**src/logic/csab_regs.vh**
```
// constants of the core special-function register bank
// assumes inclusion by the single design file of the bank
`ifndef CSAB_REGS_VH
`define CSAB_REGS_VH
// r-page core register offsets
`define CSAB_ADDR_INDIRECT   7'h00
`define CSAB_ADDR_TIMER0     7'h01
`define CSAB_ADDR_PCLOW      7'h02
`define CSAB_ADDR_STATUS     7'h03
`define CSAB_ADDR_POINTER    7'h04
`define CSAB_ADDR_PORT_A_DATA      7'h05
`define CSAB_ADDR_PORT_B_DATA      7'h06
`define CSAB_ADDR_PROGRAM_COUNTER_HIGH_BUFFER     7'h0a
`define CSAB_CORE_TOP        7'h1f
// status field positions
`define CSAB_ST_CARRY        0
`define CSAB_ST_HALF         1
`define CSAB_ST_ZERO         2
`define CSAB_ST_PD           3
`define CSAB_ST_TO           4
`define CSAB_ST_SPARE        5
`define CSAB_ST_BANK_LO      6
`define CSAB_ST_BANK_HI      7
// reset values
`define CSAB_RST_STATUS      8'h18
`define CSAB_RST_POINTER     8'h00
`define CSAB_RST_PCLOW       8'h00
`define CSAB_RST_PROGRAM_COUNTER_HIGH_BUFFER      3'h0
`define CSAB_RST_PC          11'h000
`define CSAB_RST_TIMER0      8'h00
`define CSAB_RST_LATCH       8'h00
// special and configuration page decode
`define CSAB_SP_LAST         5'h18
`define CSAB_SP_HOLE         5'h17
`define CSAB_CFG_MAP         16'hd660
// instruction classes from the core
`define CSAB_OP_NONE         3'h0
`define CSAB_OP_DATA         3'h1
`define CSAB_OP_CFG_WR       3'h2
`define CSAB_OP_CFG_RD       3'h3
`define CSAB_OP_SP_WR        3'h4
`define CSAB_OP_SP_RD        3'h5
// program counter control
`define CSAB_PC_STEP         2'h0
`define CSAB_PC_HOLD         2'h1
`define CSAB_PC_LONG         2'h2
// timer0 clock selections
`define CSAB_T0_INST         2'h0
`define CSAB_T0_EXT          2'h1
`define CSAB_T0_LOWOSC       2'h2
`endif

```
**src/logic/csab_bank.v**
```verilog
// core special-function register bank: page decode, indirect access,
// timer0, pc, status, pointer and port data registers.
// assumes one system clock shared with the execution core; the core
// presents one access per cycle and reads data combinationally.
//
// Overview of operation
// - configuration page reached only by its two dedicated transfer instructions
// - special page reached only by its dedicated write and read instructions
// - bank select bits ignored on configuration and special page access
// - special page decodes 0x0 to 0x18 less 0x17; config page at listed seven
// - indirect port has no storage; access goes to pointer-selected register
// - timer0 read returns live count; write replaces count at once
// - timer0 clock selected from instruction clock, external pin or low oscillator
// - pc low byte is 11-bit pc bits 7:0, resets zero, steps per instruction
// - pc bits 10:8 not directly accessible; loaded through high buffer
// - long jump loads all eleven pc bits from instruction word
// - long call loads pc from word and pushes next address on stack
// - carry set on add carry or subtract without borrow
// - half carry set on low-nibble carry or no low-nibble borrow
// - zero flag set when result is zero, cleared otherwise
// - power-down flag set at power-up and watchdog clear, cleared by sleep
// - timeout flag set at power-up, watchdog clear or sleep; cleared on timeout
// - two bank bits select data bank 0 to 3, reset to 00b
// - pointer low seven bits select register; bit 7 is spare storage
// - port a read gives pin for inputs, pin or latch for outputs by option
// - port a write updates only output latches
// - port b acts like port a on six pin bits
// - port b bits 7 and 6 are plain storage, not pins
// - indirect bank from status, location from pointer; direct from opcode
// - core page lives only at 0x0 to 0x1f of bank 0, mirrored in others
`include "csab_regs.vh"
`timescale 1ns/10ps
`default_nettype none

module csab_bank (
  input  wire        clock,          // system clock, 125 mhz
  input  wire        srst,           // synchronous reset, active high
  input  wire [2:0]  op_class,       // instruction class of this access
  input  wire [6:0]  op_addr,        // opcode address bits 6:0
  input  wire        op_wr,          // data-class access writes
  input  wire        op_rd,          // data-class access reads
  input  wire [7:0]  wr_data,        // write data from the core
  output reg  [7:0]  rd_data,        // read data to the core
  output reg  [8:0]  gpr_addr,       // bank and location for general memory
  output wire        gpr_wr,         // general memory write strobe
  output wire        gpr_rd,         // general memory read strobe
  input  wire [7:0]  gpr_rdata,      // general memory read data
  output wire        cfg_wr,         // configuration page write strobe
  output wire        sp_wr,          // special page write strobe
  output wire [4:0]  page_addr,      // address within cfg or special page
  input  wire [7:0]  cfg_rdata,      // configuration page read data
  input  wire [7:0]  sp_rdata,       // special page read data
  output wire        periph_wr,      // other core-page register write strobe
  input  wire [7:0]  periph_rdata,   // other core-page register read data
  input  wire        instr_done,     // one instruction completed
  input  wire [1:0]  pc_ctl,         // step, hold or long load
  input  wire [10:0] long_target,    // long jump or call target
  input  wire        long_call,      // long load is a call
  output reg  [10:0] pc,             // program counter
  output wire        push_valid,     // push return address
  output wire [10:0] push_addr,      // return address pushed
  input  wire        flag_wr,        // arithmetic result flags valid
  input  wire        flag_add,       // operation is an addition
  input  wire        carry_out,      // adder carry out of bit 7
  input  wire        half_out,       // adder carry out of bit 3
  input  wire        result_zero,    // operation result is zero
  input  wire        zero_only,      // logical op: only zero flag
  input  wire        clrwdt_exec,    // watchdog clear instruction
  input  wire        sleep_exec,     // sleep instruction
  input  wire        wdt_timeout,    // watchdog timed out
  input  wire        t0_mode,        // timer0 mode bit
  input  wire        t0_cfg_lowosc,  // configuration word picks low osc
  input  wire        tick_inst,      // instruction clock tick
  input  wire        tick_ext,       // external clock pin rising edge
  input  wire        tick_lowosc,    // low oscillator tick
  input  wire        read_latch_opt, // 1: output pins read the latch
  input  wire [7:0]  port_a_data_pins,     // port a pin levels
  input  wire [7:0]  port_a_data_dir_out,  // port a direction, 1 output
  input  wire [5:0]  port_b_data_pins,     // port b pin levels
  input  wire [5:0]  port_b_data_dir_out,  // port b direction, 1 output
  output reg  [7:0]  port_a_data_latch,    // port a output data latch
  output reg  [7:0]  port_b_data_latch,    // port b latch, bits 7:6 storage
  output reg  [7:0]  status,         // status register
  output reg  [7:0]  pointer,        // indirect pointer
  output reg  [7:0]  timer0          // timer0 running count
);

  ////////////////////////////////////////////////////////////////////////////
  // decode

  reg  [2:0]  program_counter_high_buffer;
  wire        is_data = (op_class == `CSAB_OP_DATA);
  wire        is_cfg  = (op_class == `CSAB_OP_CFG_WR) | (op_class == `CSAB_OP_CFG_RD);
  wire        is_sp   = (op_class == `CSAB_OP_SP_WR) | (op_class == `CSAB_OP_SP_RD);

  // indirect access takes pointer location; bank always from status
  wire        via_ptr = (op_addr == `CSAB_ADDR_INDIRECT);
  wire [6:0]  eff_loc = via_ptr ? pointer[6:0] : op_addr;
  wire [1:0]  bank    = status[`CSAB_ST_BANK_HI:`CSAB_ST_BANK_LO];
  // core page mirrored in every bank, so bank bits ignored there
  wire        core_hit = is_data & (eff_loc <= `CSAB_CORE_TOP);
  // core page address pointing back at the indirect port hits nothing
  wire        null_ind = core_hit & (eff_loc == `CSAB_ADDR_INDIRECT);

  // map of the seven live configuration addresses, one bit per address
  localparam [15:0] CFG_MAP = `CSAB_CFG_MAP;

  // page decodes use opcode bits only; bank never enters here
  function page_valid;
    input       cfg;
    input [4:0] a;
    begin
      if (cfg)
        page_valid = (a[4] == 1'b0) && CFG_MAP[a[3:0]];
      else
        page_valid = (a <= `CSAB_SP_LAST) && (a != `CSAB_SP_HOLE);
    end
  endfunction

  assign page_addr = op_addr[4:0];
  wire   page_ok   = (op_addr[6:5] == 2'b00) & page_valid(is_cfg, page_addr);
  // only the dedicated instructions strobe the extra pages
  assign cfg_wr = (op_class == `CSAB_OP_CFG_WR) & page_ok;
  assign sp_wr  = (op_class == `CSAB_OP_SP_WR) & page_ok;

  wire wr_core = is_data & op_wr & core_hit & ~null_ind;
  assign gpr_wr = is_data & op_wr & ~core_hit;
  assign gpr_rd = is_data & op_rd & ~core_hit;
  wire   hit_own = (eff_loc == `CSAB_ADDR_TIMER0) | (eff_loc == `CSAB_ADDR_PCLOW) |
                   (eff_loc == `CSAB_ADDR_STATUS) | (eff_loc == `CSAB_ADDR_POINTER) |
                   (eff_loc == `CSAB_ADDR_PORT_A_DATA) | (eff_loc == `CSAB_ADDR_PORT_B_DATA) |
                   (eff_loc == `CSAB_ADDR_PROGRAM_COUNTER_HIGH_BUFFER);
  assign periph_wr = wr_core & ~hit_own;

  // general memory address formed from bank and location
  always @* begin
    gpr_addr = {bank, eff_loc};
  end

  ////////////////////////////////////////////////////////////////////////////
  // read mux

  // per-bit port read: inputs give pin, outputs give pin or latch
  function [7:0] port_view;
    input [7:0] pins;
    input [7:0] dir;
    input [7:0] latch;
    input       opt;
    begin
      port_view = (pins & ~dir) | ((opt ? latch : pins) & dir);
    end
  endfunction

  // port b pins padded to a byte; only bits 5:0 reach the read mux
  wire [7:0] port_b_data_view = port_view({2'b00, port_b_data_pins}, {2'b00, port_b_data_dir_out},
                                    port_b_data_latch, read_latch_opt);

  always @* begin
    rd_data = 8'h00;
    if (op_class == `CSAB_OP_CFG_RD)
      rd_data = page_ok ? cfg_rdata : 8'h00;
    else if (op_class == `CSAB_OP_SP_RD)
      rd_data = page_ok ? sp_rdata : 8'h00;
    else if (is_data & ~core_hit)
      rd_data = gpr_rdata;
    else if (is_data) begin
      case (eff_loc)
        `CSAB_ADDR_INDIRECT: rd_data = 8'h00;
        `CSAB_ADDR_TIMER0:   rd_data = timer0;
        `CSAB_ADDR_PCLOW:    rd_data = pc[7:0];
        `CSAB_ADDR_STATUS:   rd_data = status;
        `CSAB_ADDR_POINTER:  rd_data = pointer;
        `CSAB_ADDR_PORT_A_DATA:    rd_data = port_view(port_a_data_pins, port_a_data_dir_out,
                                                 port_a_data_latch, read_latch_opt);
        `CSAB_ADDR_PORT_B_DATA:    rd_data = {port_b_data_latch[7:6], port_b_data_view[5:0]};
        `CSAB_ADDR_PROGRAM_COUNTER_HIGH_BUFFER:   rd_data = 8'h00;
        default:             rd_data = periph_rdata;
      endcase
    end
  end

  ////////////////////////////////////////////////////////////////////////////
  // timer0

  reg tick_sel;
  // mode bit chooses external pin; otherwise config word picks source
  always @* begin
    if (t0_mode)
      tick_sel = tick_ext;
    else if (t0_cfg_lowosc)
      tick_sel = tick_lowosc;
    else
      tick_sel = tick_inst;
  end

  // software write wins over a count tick in the same cycle
  always @(posedge clock) begin
    if (srst)
      timer0 <= `CSAB_RST_TIMER0;
    else if (wr_core & (eff_loc == `CSAB_ADDR_TIMER0))
      timer0 <= wr_data;
    else if (tick_sel)
      timer0 <= timer0 + 8'h01;
  end

  ////////////////////////////////////////////////////////////////////////////
  // program counter

  assign push_valid = instr_done & (pc_ctl == `CSAB_PC_LONG) & long_call;
  assign push_addr  = pc + 11'h001;

  // writing the low byte jumps using the high buffer for bits 10:8
  always @(posedge clock) begin
    if (srst) begin
      pc     <= `CSAB_RST_PC;
      program_counter_high_buffer <= `CSAB_RST_PROGRAM_COUNTER_HIGH_BUFFER;
    end else begin
      if (wr_core & (eff_loc == `CSAB_ADDR_PROGRAM_COUNTER_HIGH_BUFFER))
        program_counter_high_buffer <= wr_data[2:0];
      if (wr_core & (eff_loc == `CSAB_ADDR_PCLOW))
        pc <= {program_counter_high_buffer, wr_data};
      else if (instr_done) begin
        case (pc_ctl)
          `CSAB_PC_STEP: pc <= pc + 11'h001;
          `CSAB_PC_LONG: pc <= long_target;
          default:       pc <= pc;
        endcase
      end
    end
  end

  ////////////////////////////////////////////////////////////////////////////
  // status, pointer, ports

  // hardware events apply after a software write so they are never lost
  always @(posedge clock) begin
    if (srst)
      status <= `CSAB_RST_STATUS;
    else begin
      if (wr_core & (eff_loc == `CSAB_ADDR_STATUS))
        status <= wr_data;
      if (flag_wr) begin
        status[`CSAB_ST_ZERO] <= result_zero;
        if (!zero_only) begin
          // subtract reports not-borrow, which is the adder carry
          status[`CSAB_ST_CARRY] <= carry_out;
          status[`CSAB_ST_HALF]  <= half_out;
        end
      end
      if (clrwdt_exec) begin
        status[`CSAB_ST_PD] <= 1'b1;
        status[`CSAB_ST_TO] <= 1'b1;
      end else if (sleep_exec) begin
        status[`CSAB_ST_PD] <= 1'b0;
        status[`CSAB_ST_TO] <= 1'b1;
      end else if (wdt_timeout)
        status[`CSAB_ST_TO] <= 1'b0;
    end
  end

  always @(posedge clock) begin
    if (srst) begin
      pointer     <= `CSAB_RST_POINTER;
      port_a_data_latch <= `CSAB_RST_LATCH;
      port_b_data_latch <= `CSAB_RST_LATCH;
    end else begin
      if (wr_core & (eff_loc == `CSAB_ADDR_POINTER))
        pointer <= wr_data;
      if (wr_core & (eff_loc == `CSAB_ADDR_PORT_A_DATA))
        port_a_data_latch <= wr_data;
      if (wr_core & (eff_loc == `CSAB_ADDR_PORT_B_DATA))
        port_b_data_latch <= wr_data;
    end
  end

endmodule // csab_bank

`default_nettype wire

```
**config.mk**
```make
export PLATFORM = sky130hd
export DESIGN_NAME = csab_bank
export DESIGN_NICKNAME = d
export VERILOG_FILES = /design/src/logic/csab_bank.v
export VERILOG_INCLUDE_DIRS = /design/src /design/src/logic
export SDC_FILE = /design/constraint.sdc
export NUM_CORES = 1
export LEC_CHECK = 0
export BUFFER_PORTS_ARGS = -buffer_cell sky130_fd_sc_hd__buf_2
export CORE_UTILIZATION = 40
export CTS_CLUSTER_SIZE = 14
export DETAILED_ROUTE_END_ITERATION = 6
export PLACE_DENSITY = 0.78
export SYNTH_ARGS = -nofsm -noshare
export SYNTH_HDL_FRONTEND = slang
export SYNTH_SLANG_ARGS = --single-unit
```
**constraint.sdc**
```tcl
create_clock -name clock -period 5.6 [get_ports clock]
set_input_delay 1.68 -clock clock [delete_from_list [all_inputs] [get_ports clock]]
set_output_delay 1.68 -clock clock [all_outputs]
set_load 0.005 [all_outputs]
```
==> flow_metrics.tcl, run 1 <==
set metrics [dict create \
    synthesis.area_per_instance_um2 8.31 \
    wl_per_cell_um 18.0 \
    design_power_total_mw 0.839 \
    dr.pass1.iters 5 \
    synth.top_cell.area_share 0.261 \
    hold_path_class "reg -> reg" \
    placement_rows 36 \
    hold_viol_final 0 \
    report.final.setup_viol 0 \
    static-leakage-power_nw 2.64 \
    max_rail_drop_vdd_mv 0.111 \
    numClockSinks 54 \
    yosys_register_bits 54 \
    cts.path.max_buffers 2 \
    drv_cap 0 \
    critical_path_capture_point_type "output pin" \
    period_share 1.00 \
    crit-reg2reg-capture "pc[1]" \
    cts_tree "done" \
    track_usage 0.268 \
    number_of_synthesized_flops_with_an_enable_pin 0 \
    grt-ovfl-total 0 \
    outcome "completed" \
    numCtsBuffers 5 \
    antenna_violations_before_repair 1 \
    fp.dieH_um 104 \
    design.portCount 202 \
    clockRootBuffer "sky130_fd_sc_hd__clkbuf_8" \
    r2r-start "pointer[4]" \
    syn_to_final_growth_pct 41.4 \
    fillers 896 \
    p_per_area_mw_per_mm2 143 \
    worst_skew_pair.late_latency_ns 0.32 \
    via_count 4999 \
    fp.dieArea_mm2 0.0108 \
    syn-instance-count 498 \
    grt_pass1_vias 4643 \
    synth.largest_area_cell "sky130_fd_sc_hd__dfxtp_1" \
    synth-async-reset-ratio 0 \
    ys_top_cells_by_area "sky130_fd_sc_hd__dfxtp_1, sky130_fd_sc_hd__mux2i_1, sky130_fd_sc_hd__nor2_1" \
    synth_fp_nets 615 \
    setup.reg_to_reg.worst_slack_ns 2.99 \
    port-buffer-count 200 \
    synth.most_common_cell "sky130_fd_sc_hd__nor2_1" \
    synth-seq-area-share 0.261 \
    crit_fanout 6 \
    syn-cell-area_mm2 0.00414 \
    crit_path_start_kind "primary input" \
    postRouteAntennaNets 0 \
    worst_ep_required_time_ns 3.92 \
    yosys_warning_count 0 \
    timing.clock.skew_ns 0.0122 \
    postCtsHoldBufs 0 \
    placeableCoreArea_mm2 0.00991 \
    cts_max_level 2 \
    timing.hold.ws_ns 0.517 \
    yosys.cell_types.count 76 \
    startpoint "op_addr[6]" \
    report.final.slew_viol_count 0 \
    die_x_um 104 \
    fmax_mhz 179 \
    timing_worst_setup_path_type "in -> out" \
    drt_drc_violations_left 0 \
    finalWorstPathRequiredPeriod_ns 5.60 \
    grt_setup_unrepaired "true" \
    worst_pin_slew_ns 0.992 \
    reg2reg_depth 8 \
    timing.max_slew.rel_slack 0.339 \
    ys_top_cells_by_count "sky130_fd_sc_hd__nor2_1, sky130_fd_sc_hd__dfxtp_1, sky130_fd_sc_hd__mux2i_1" \
    drt_iter0_drc 518 \
    globalplace.congestion 0.898 \
    first_pass_grt_wire_length_um 23300 \
    fin_nets 837 \
    drive_gt1_frac 0.440 \
    setup.worst_path.end "rd_data[1]" \
    dpl_hpwl_um 11800 \
    routed_wl_um 15400 \
    synth_top_flop_cell "sky130_fd_sc_hd__dfxtp_1" \
    routed_via_density 5.85 \
    initial_utilization 0.418 \
    clock_transition_time_at_the_flip_flop_clock_pins_of_the_worst_setup_and_hold_paths_ns 0.11 \
    arrival_ns 3.92 \
    grt_max_degree 55 \
]
==> layer usage <==
metal,vias up,global-route usage,part of all wire
met5,-,0,0
met4,0,0.0918,0.027
met3,37,0.0359,0.081
met2,295,0.475,0.49
met1,2356,0.331,0.40
li1,2311,-,-
==> timing repair <==
item                                    CTS  global route
endpoints found under the setup margin    8             8
pin swaps                                 9            23
gates resized for setup                  18            31
buffers inserted                          4             4
==> cells in the final DEF (no fill, tap or decap), drive strengths merged, types with 3 or more instances in the layout <==
cell     Yosys  final
nand3       10     10
o31ai        4      4
nor2b        7      7
clkbuf      20      5
or2          3      3
o211ai       7      7
nor3b        3      3
xor2         4      4
nor2        65     65
a221oi       7      7
o22ai        7      7
buf         15    250
o21ai       13     13
nand2b       4      4
o2bb2ai      6      6
nand4b       3      3
dfxtp       54     54
nor4         7      7
nand4        3      3
a22oi       13     13
a211oi      23     23
a31oi       11     11
a32oi        4      4
nor3         8      8
a21oi       18     18
ha           5      5
mux2         5      5
a21o         3      3
and3         8      8
a21boi       3      3
xnor2       12     12
o21a         3      3
a211o        6      6
inv         12     14
nand2       47     47
mux2i       48     48
==> critical path, cell delays in order <==
cell and delay (ns):
sky130_fd_sc_hd__buf_2 0.11, sky130_fd_sc_hd__or4_4 0.54, sky130_fd_sc_hd__buf_8 0.16, sky130_fd_sc_hd__o211ai_4 0.34
sky130_fd_sc_hd__buf_6 0.15, sky130_fd_sc_hd__nand2_2 0.07, sky130_fd_sc_hd__a222oi_1 0.38, sky130_fd_sc_hd__o21a_1 0.22
sky130_fd_sc_hd__o221ai_1 0.11, sky130_fd_sc_hd__buf_2 0.15
==> logic make-up (layout without fill, tap and decap cells) <==
kind of cell / after synthesis / after routing / synth area share
AOI/OAI and AO/OA: 145 / 145 / 0.282
xor gates and xnor gates: 16 / 16 / 0.0339
adders and majority gates: 5 / 5 / 0.0151
buffers and inverters: 47 / 270 / 0.0529
DFF: 54 / 54 / 0.261
muxes: 53 / 53 / 0.130
other: 0 / 1 / 0
and+or+nand+nor: 178 / 178 / 0.226
==> final cells by class <==
type                            count  area [um^2]  share of cell area
Tap cell                          133          166              0.0284
Sequential cell                    54         1080               0.185
Timing Repair Buffer              250         1420               0.243
Multi-Input combinational cell    397         3030               0.518
Clock inverter                      3         28.8             0.00492
Inverter                           12         50.0             0.00855
Clock buffer                        5         68.8              0.0118
Antenna cell                        1         2.50            0.000428
==> through the flow <==
step / setup TNS (ns) / instances / utilization / area [um^2] / setup WS (ns)
2_1_floorplan: 0 / 498 / - / 4140 / 0.0287
3_3_place_gp: -0.531 / 840 / 0.551 / 5460 / -0.153
3_5_place_dp: -0.583 / 840 / 0.551 / 5460 / -0.137
4_1_cts: -0.00466 / 851 / 0.571 / 5650 / -0.00466
5_1_grt: -0.189 / 855 / 0.591 / 5850 / -0.0339
6_report: 0 / 855 / 0.591 / 5850 / 0.00221
==> worst min-delay path by stage <==
stage	startpoint	to	slack [ns]	cells after the start
after global placement	program_counter_high_buffer[0]	program_counter_high_buffer[0]	0.48	2
final	program_counter_high_buffer[0]	pc[8]	0.52	2
after CTS	program_counter_high_buffer[1]	program_counter_high_buffer[1]	0.52	2
after global routing	program_counter_high_buffer[0]	pc[8]	0.56	2
after detailed placement	program_counter_high_buffer[1]	program_counter_high_buffer[1]	0.49	2
after floorplan	program_counter_high_buffer[0]	program_counter_high_buffer[0]	0.46	2
==> where the power goes <==
part | internal (mW) | switching, mW
clock | 0.0938 | 0.142
combinational | 0.0942 | 0.106
sequential | 0.391 | 0.0115
total | 0.579 | 0.260
==> registers in the layout, indices dropped and copies added, names as in the netlist <==
signal,flops
pc,11
status,8
timer0,8
program_counter_high_buffer,3
port_a_data_latch,8
pointer,8
port_b_data_latch,8
Power figures use the tool's default switching activity.
==> inputs of run 2 (changes only) <==
--- a/config.mk
+++ b/config.mk
@@ -8,9 +8,11 @@
 export LEC_CHECK = 0
 export BUFFER_PORTS_ARGS = -buffer_cell sky130_fd_sc_hd__buf_2
 export CORE_UTILIZATION = 40
+export CTS_BUF_LIST = sky130_fd_sc_hd__clkbuf_16
 export CTS_CLUSTER_SIZE = 14
 export DETAILED_ROUTE_END_ITERATION = 6
 export PLACE_DENSITY = 0.78
+export SETUP_SLACK_MARGIN = 0.05
 export SYNTH_ARGS = -nofsm -noshare
 export SYNTH_HDL_FRONTEND = slang
 export SYNTH_SLANG_ARGS = --single-unit
==> flow_metrics.tcl, run 2 (synthesis results as in run 1) <==
set metrics [dict create \
    sequential_cell_area_mm2 0.00108 \
    globalplace.congestion 0.909 \
    max_reg_flops 11 \
    cts_tree "done" \
    drt_iter0_drc 526 \
    syn_to_final_growth_pct 43.8 \
    grt_setup_unrepaired "true" \
    antenna_violations_before_repair 0 \
    postCtsHoldBufs 0 \
    timing.clock.skew_ns 0.00809 \
    dpl_hpwl_um 11800 \
    track_usage 0.280 \
    grt_pass1_vias 4749 \
    numClockSinks 54 \
    dr.pass1.iters 5 \
    routed_wl_um 15800 \
    fp.dieH_um 104 \
    initial_utilization 0.418 \
    static-leakage-power_nw 2.67 \
    design.portCount 202 \
    critical_path_capture_point_type "output pin" \
    worst_ep_required_time_ns 3.92 \
    wl_per_cell_um 18.5 \
    fillers 851 \
    port-buffer-count 200 \
    arrival_ns 3.89 \
    worst_skew_pair.late_latency_ns 0.30 \
    drv_cap 0 \
    hold_viol_final 0 \
    period_share 0.995 \
    finalWorstPathRequiredPeriod_ns 5.57 \
    placeableCoreArea_mm2 0.00991 \
    layout.cells.most_common "sky130_fd_sc_hd__buf_2" \
    first_pass_grt_wire_length_um 24400 \
    clockRootBuffer "sky130_fd_sc_hd__clkbuf_16" \
    numCtsBuffers 5 \
    drive_gt1_frac 0.449 \
    outcome "completed" \
    antenna_cells 0 \
    via_count 4989 \
    setup_tns_ns 0 \
    worst_pin_slew_ns 0.987 \
    report.final.setup_viol 0 \
    largest_register_by_flop_count "pc" \
    routed_via_density 5.85 \
    timing_worst_setup_path_type "in -> out" \
    report.final.slew_viol_count 0 \
    utilization 0.601 \
    grt-ovfl-total 0 \
    postRouteAntennaNets 0 \
    clock_transition_time_at_the_flip_flop_clock_pins_of_the_worst_setup_and_hold_paths_ns 0.08 \
    cts_max_level 2 \
    grt_max_degree 55 \
    crit_fanout 5 \
    max_rail_drop_vdd_mv 0.170 \
    drt_drc_violations_left 0 \
    fmax_mhz 180 \
    p_per_area_mw_per_mm2 156 \
    die_x_um 104 \
    layout.cells.most_common_list "sky130_fd_sc_hd__buf_2, sky130_fd_sc_hd__nor2_1, sky130_fd_sc_hd__dfxtp_1, sky130_fd_sc_hd__mux2i_1, sky130_fd_sc_hd__nand2_1" \
    timing.max_slew.rel_slack 0.342 \
    crit_path_start_kind "primary input" \
    cts.path.max_buffers 2 \
    fp.dieArea_mm2 0.0108 \
    fin_nets 836 \
    placement_rows 36 \
    multi_input_area_mm2 0.00307 \
    hold_path_class "reg -> reg" \
]
run 2: cell types whose count changed in the layout (fill, tap and decap cells not counted), sizes merged:
cell	change
buf	-1
diode	-1
run 2: per-layer routing:
layer | global-route usage | wire (um)
met5 | 0 | 0
met3 | 0.0365 | 982
met1 | 0.342 | 6550
met2 | 0.502 | 7740
met4 | 0.0969 | 490
run 2: worst max-delay path, cell delays in order:
cell                       delay (ns)
sky130_fd_sc_hd__buf_2           0.11
sky130_fd_sc_hd__or4_4           0.60
sky130_fd_sc_hd__buf_4           0.18
sky130_fd_sc_hd__o211ai_4        0.23
sky130_fd_sc_hd__a21boi_1        0.13
sky130_fd_sc_hd__o31ai_2         0.35
sky130_fd_sc_hd__a31oi_2         0.18
sky130_fd_sc_hd__a211o_1         0.30
sky130_fd_sc_hd__buf_2           0.13
run 2: report_power, final:
part / internal, mW / switching [mW] / leakage, nW
Clock: 0.172 / 0.150 / 0.0763
Sequential: 0.391 / 0.0126 / 0.437
Combinational: 0.0934 / 0.107 / 2.16
run 2: path summary, 6_finish.rpt:
path	startpoint	to	slack [ns]	cells past startpoint
max reg2reg	pointer[2]	pc[7]	2.93	8
min	program_counter_high_buffer[0]	pc[8]	0.51	2
max	op_addr[3]	rd_data[0]	0.03	9
min reg2reg	program_counter_high_buffer[0]	pc[8]	0.51	2
run 2: repair_timing:
item,4_1_cts,5_1_grt
gates resized for setup,39,17
setup endpoints to repair,8,8
pin swaps,20,19
buffers inserted,6,0
run 2: cell type report:
| class | instances | area share |
|---|---|---|
| Tap cell | 133 | 0.0280 |
| Sequential cell | 54 | 0.182 |
| Inverter | 12 | 0.00883 |
| Timing Repair Buffer | 249 | 0.240 |
| Clock buffer | 5 | 0.0210 |
| Clock inverter | 3 | 0.00483 |
| Multi-Input combinational cell | 397 | 0.515 |
run 2: through the flow:
stage / setup WS, ns / hold slack [ns] / total power, mW / area [um^2] / cells
3_3_place_gp: -0.114 / 0.481 / 0.589 / 5470 / 839
3_5_place_dp: -0.154 / 0.499 / 0.595 / 5470 / 839
4_1_cts: 0.0402 / 0.517 / 0.920 / 5870 / 853
2_1_floorplan: 0.0641 / 0.461 / 0.496 / 4150 / 498
6_report: 0.0298 / 0.511 / 0.926 / 5950 / 853
5_1_grt: -0.0344 / 0.538 / 0.962 / 5950 / 853
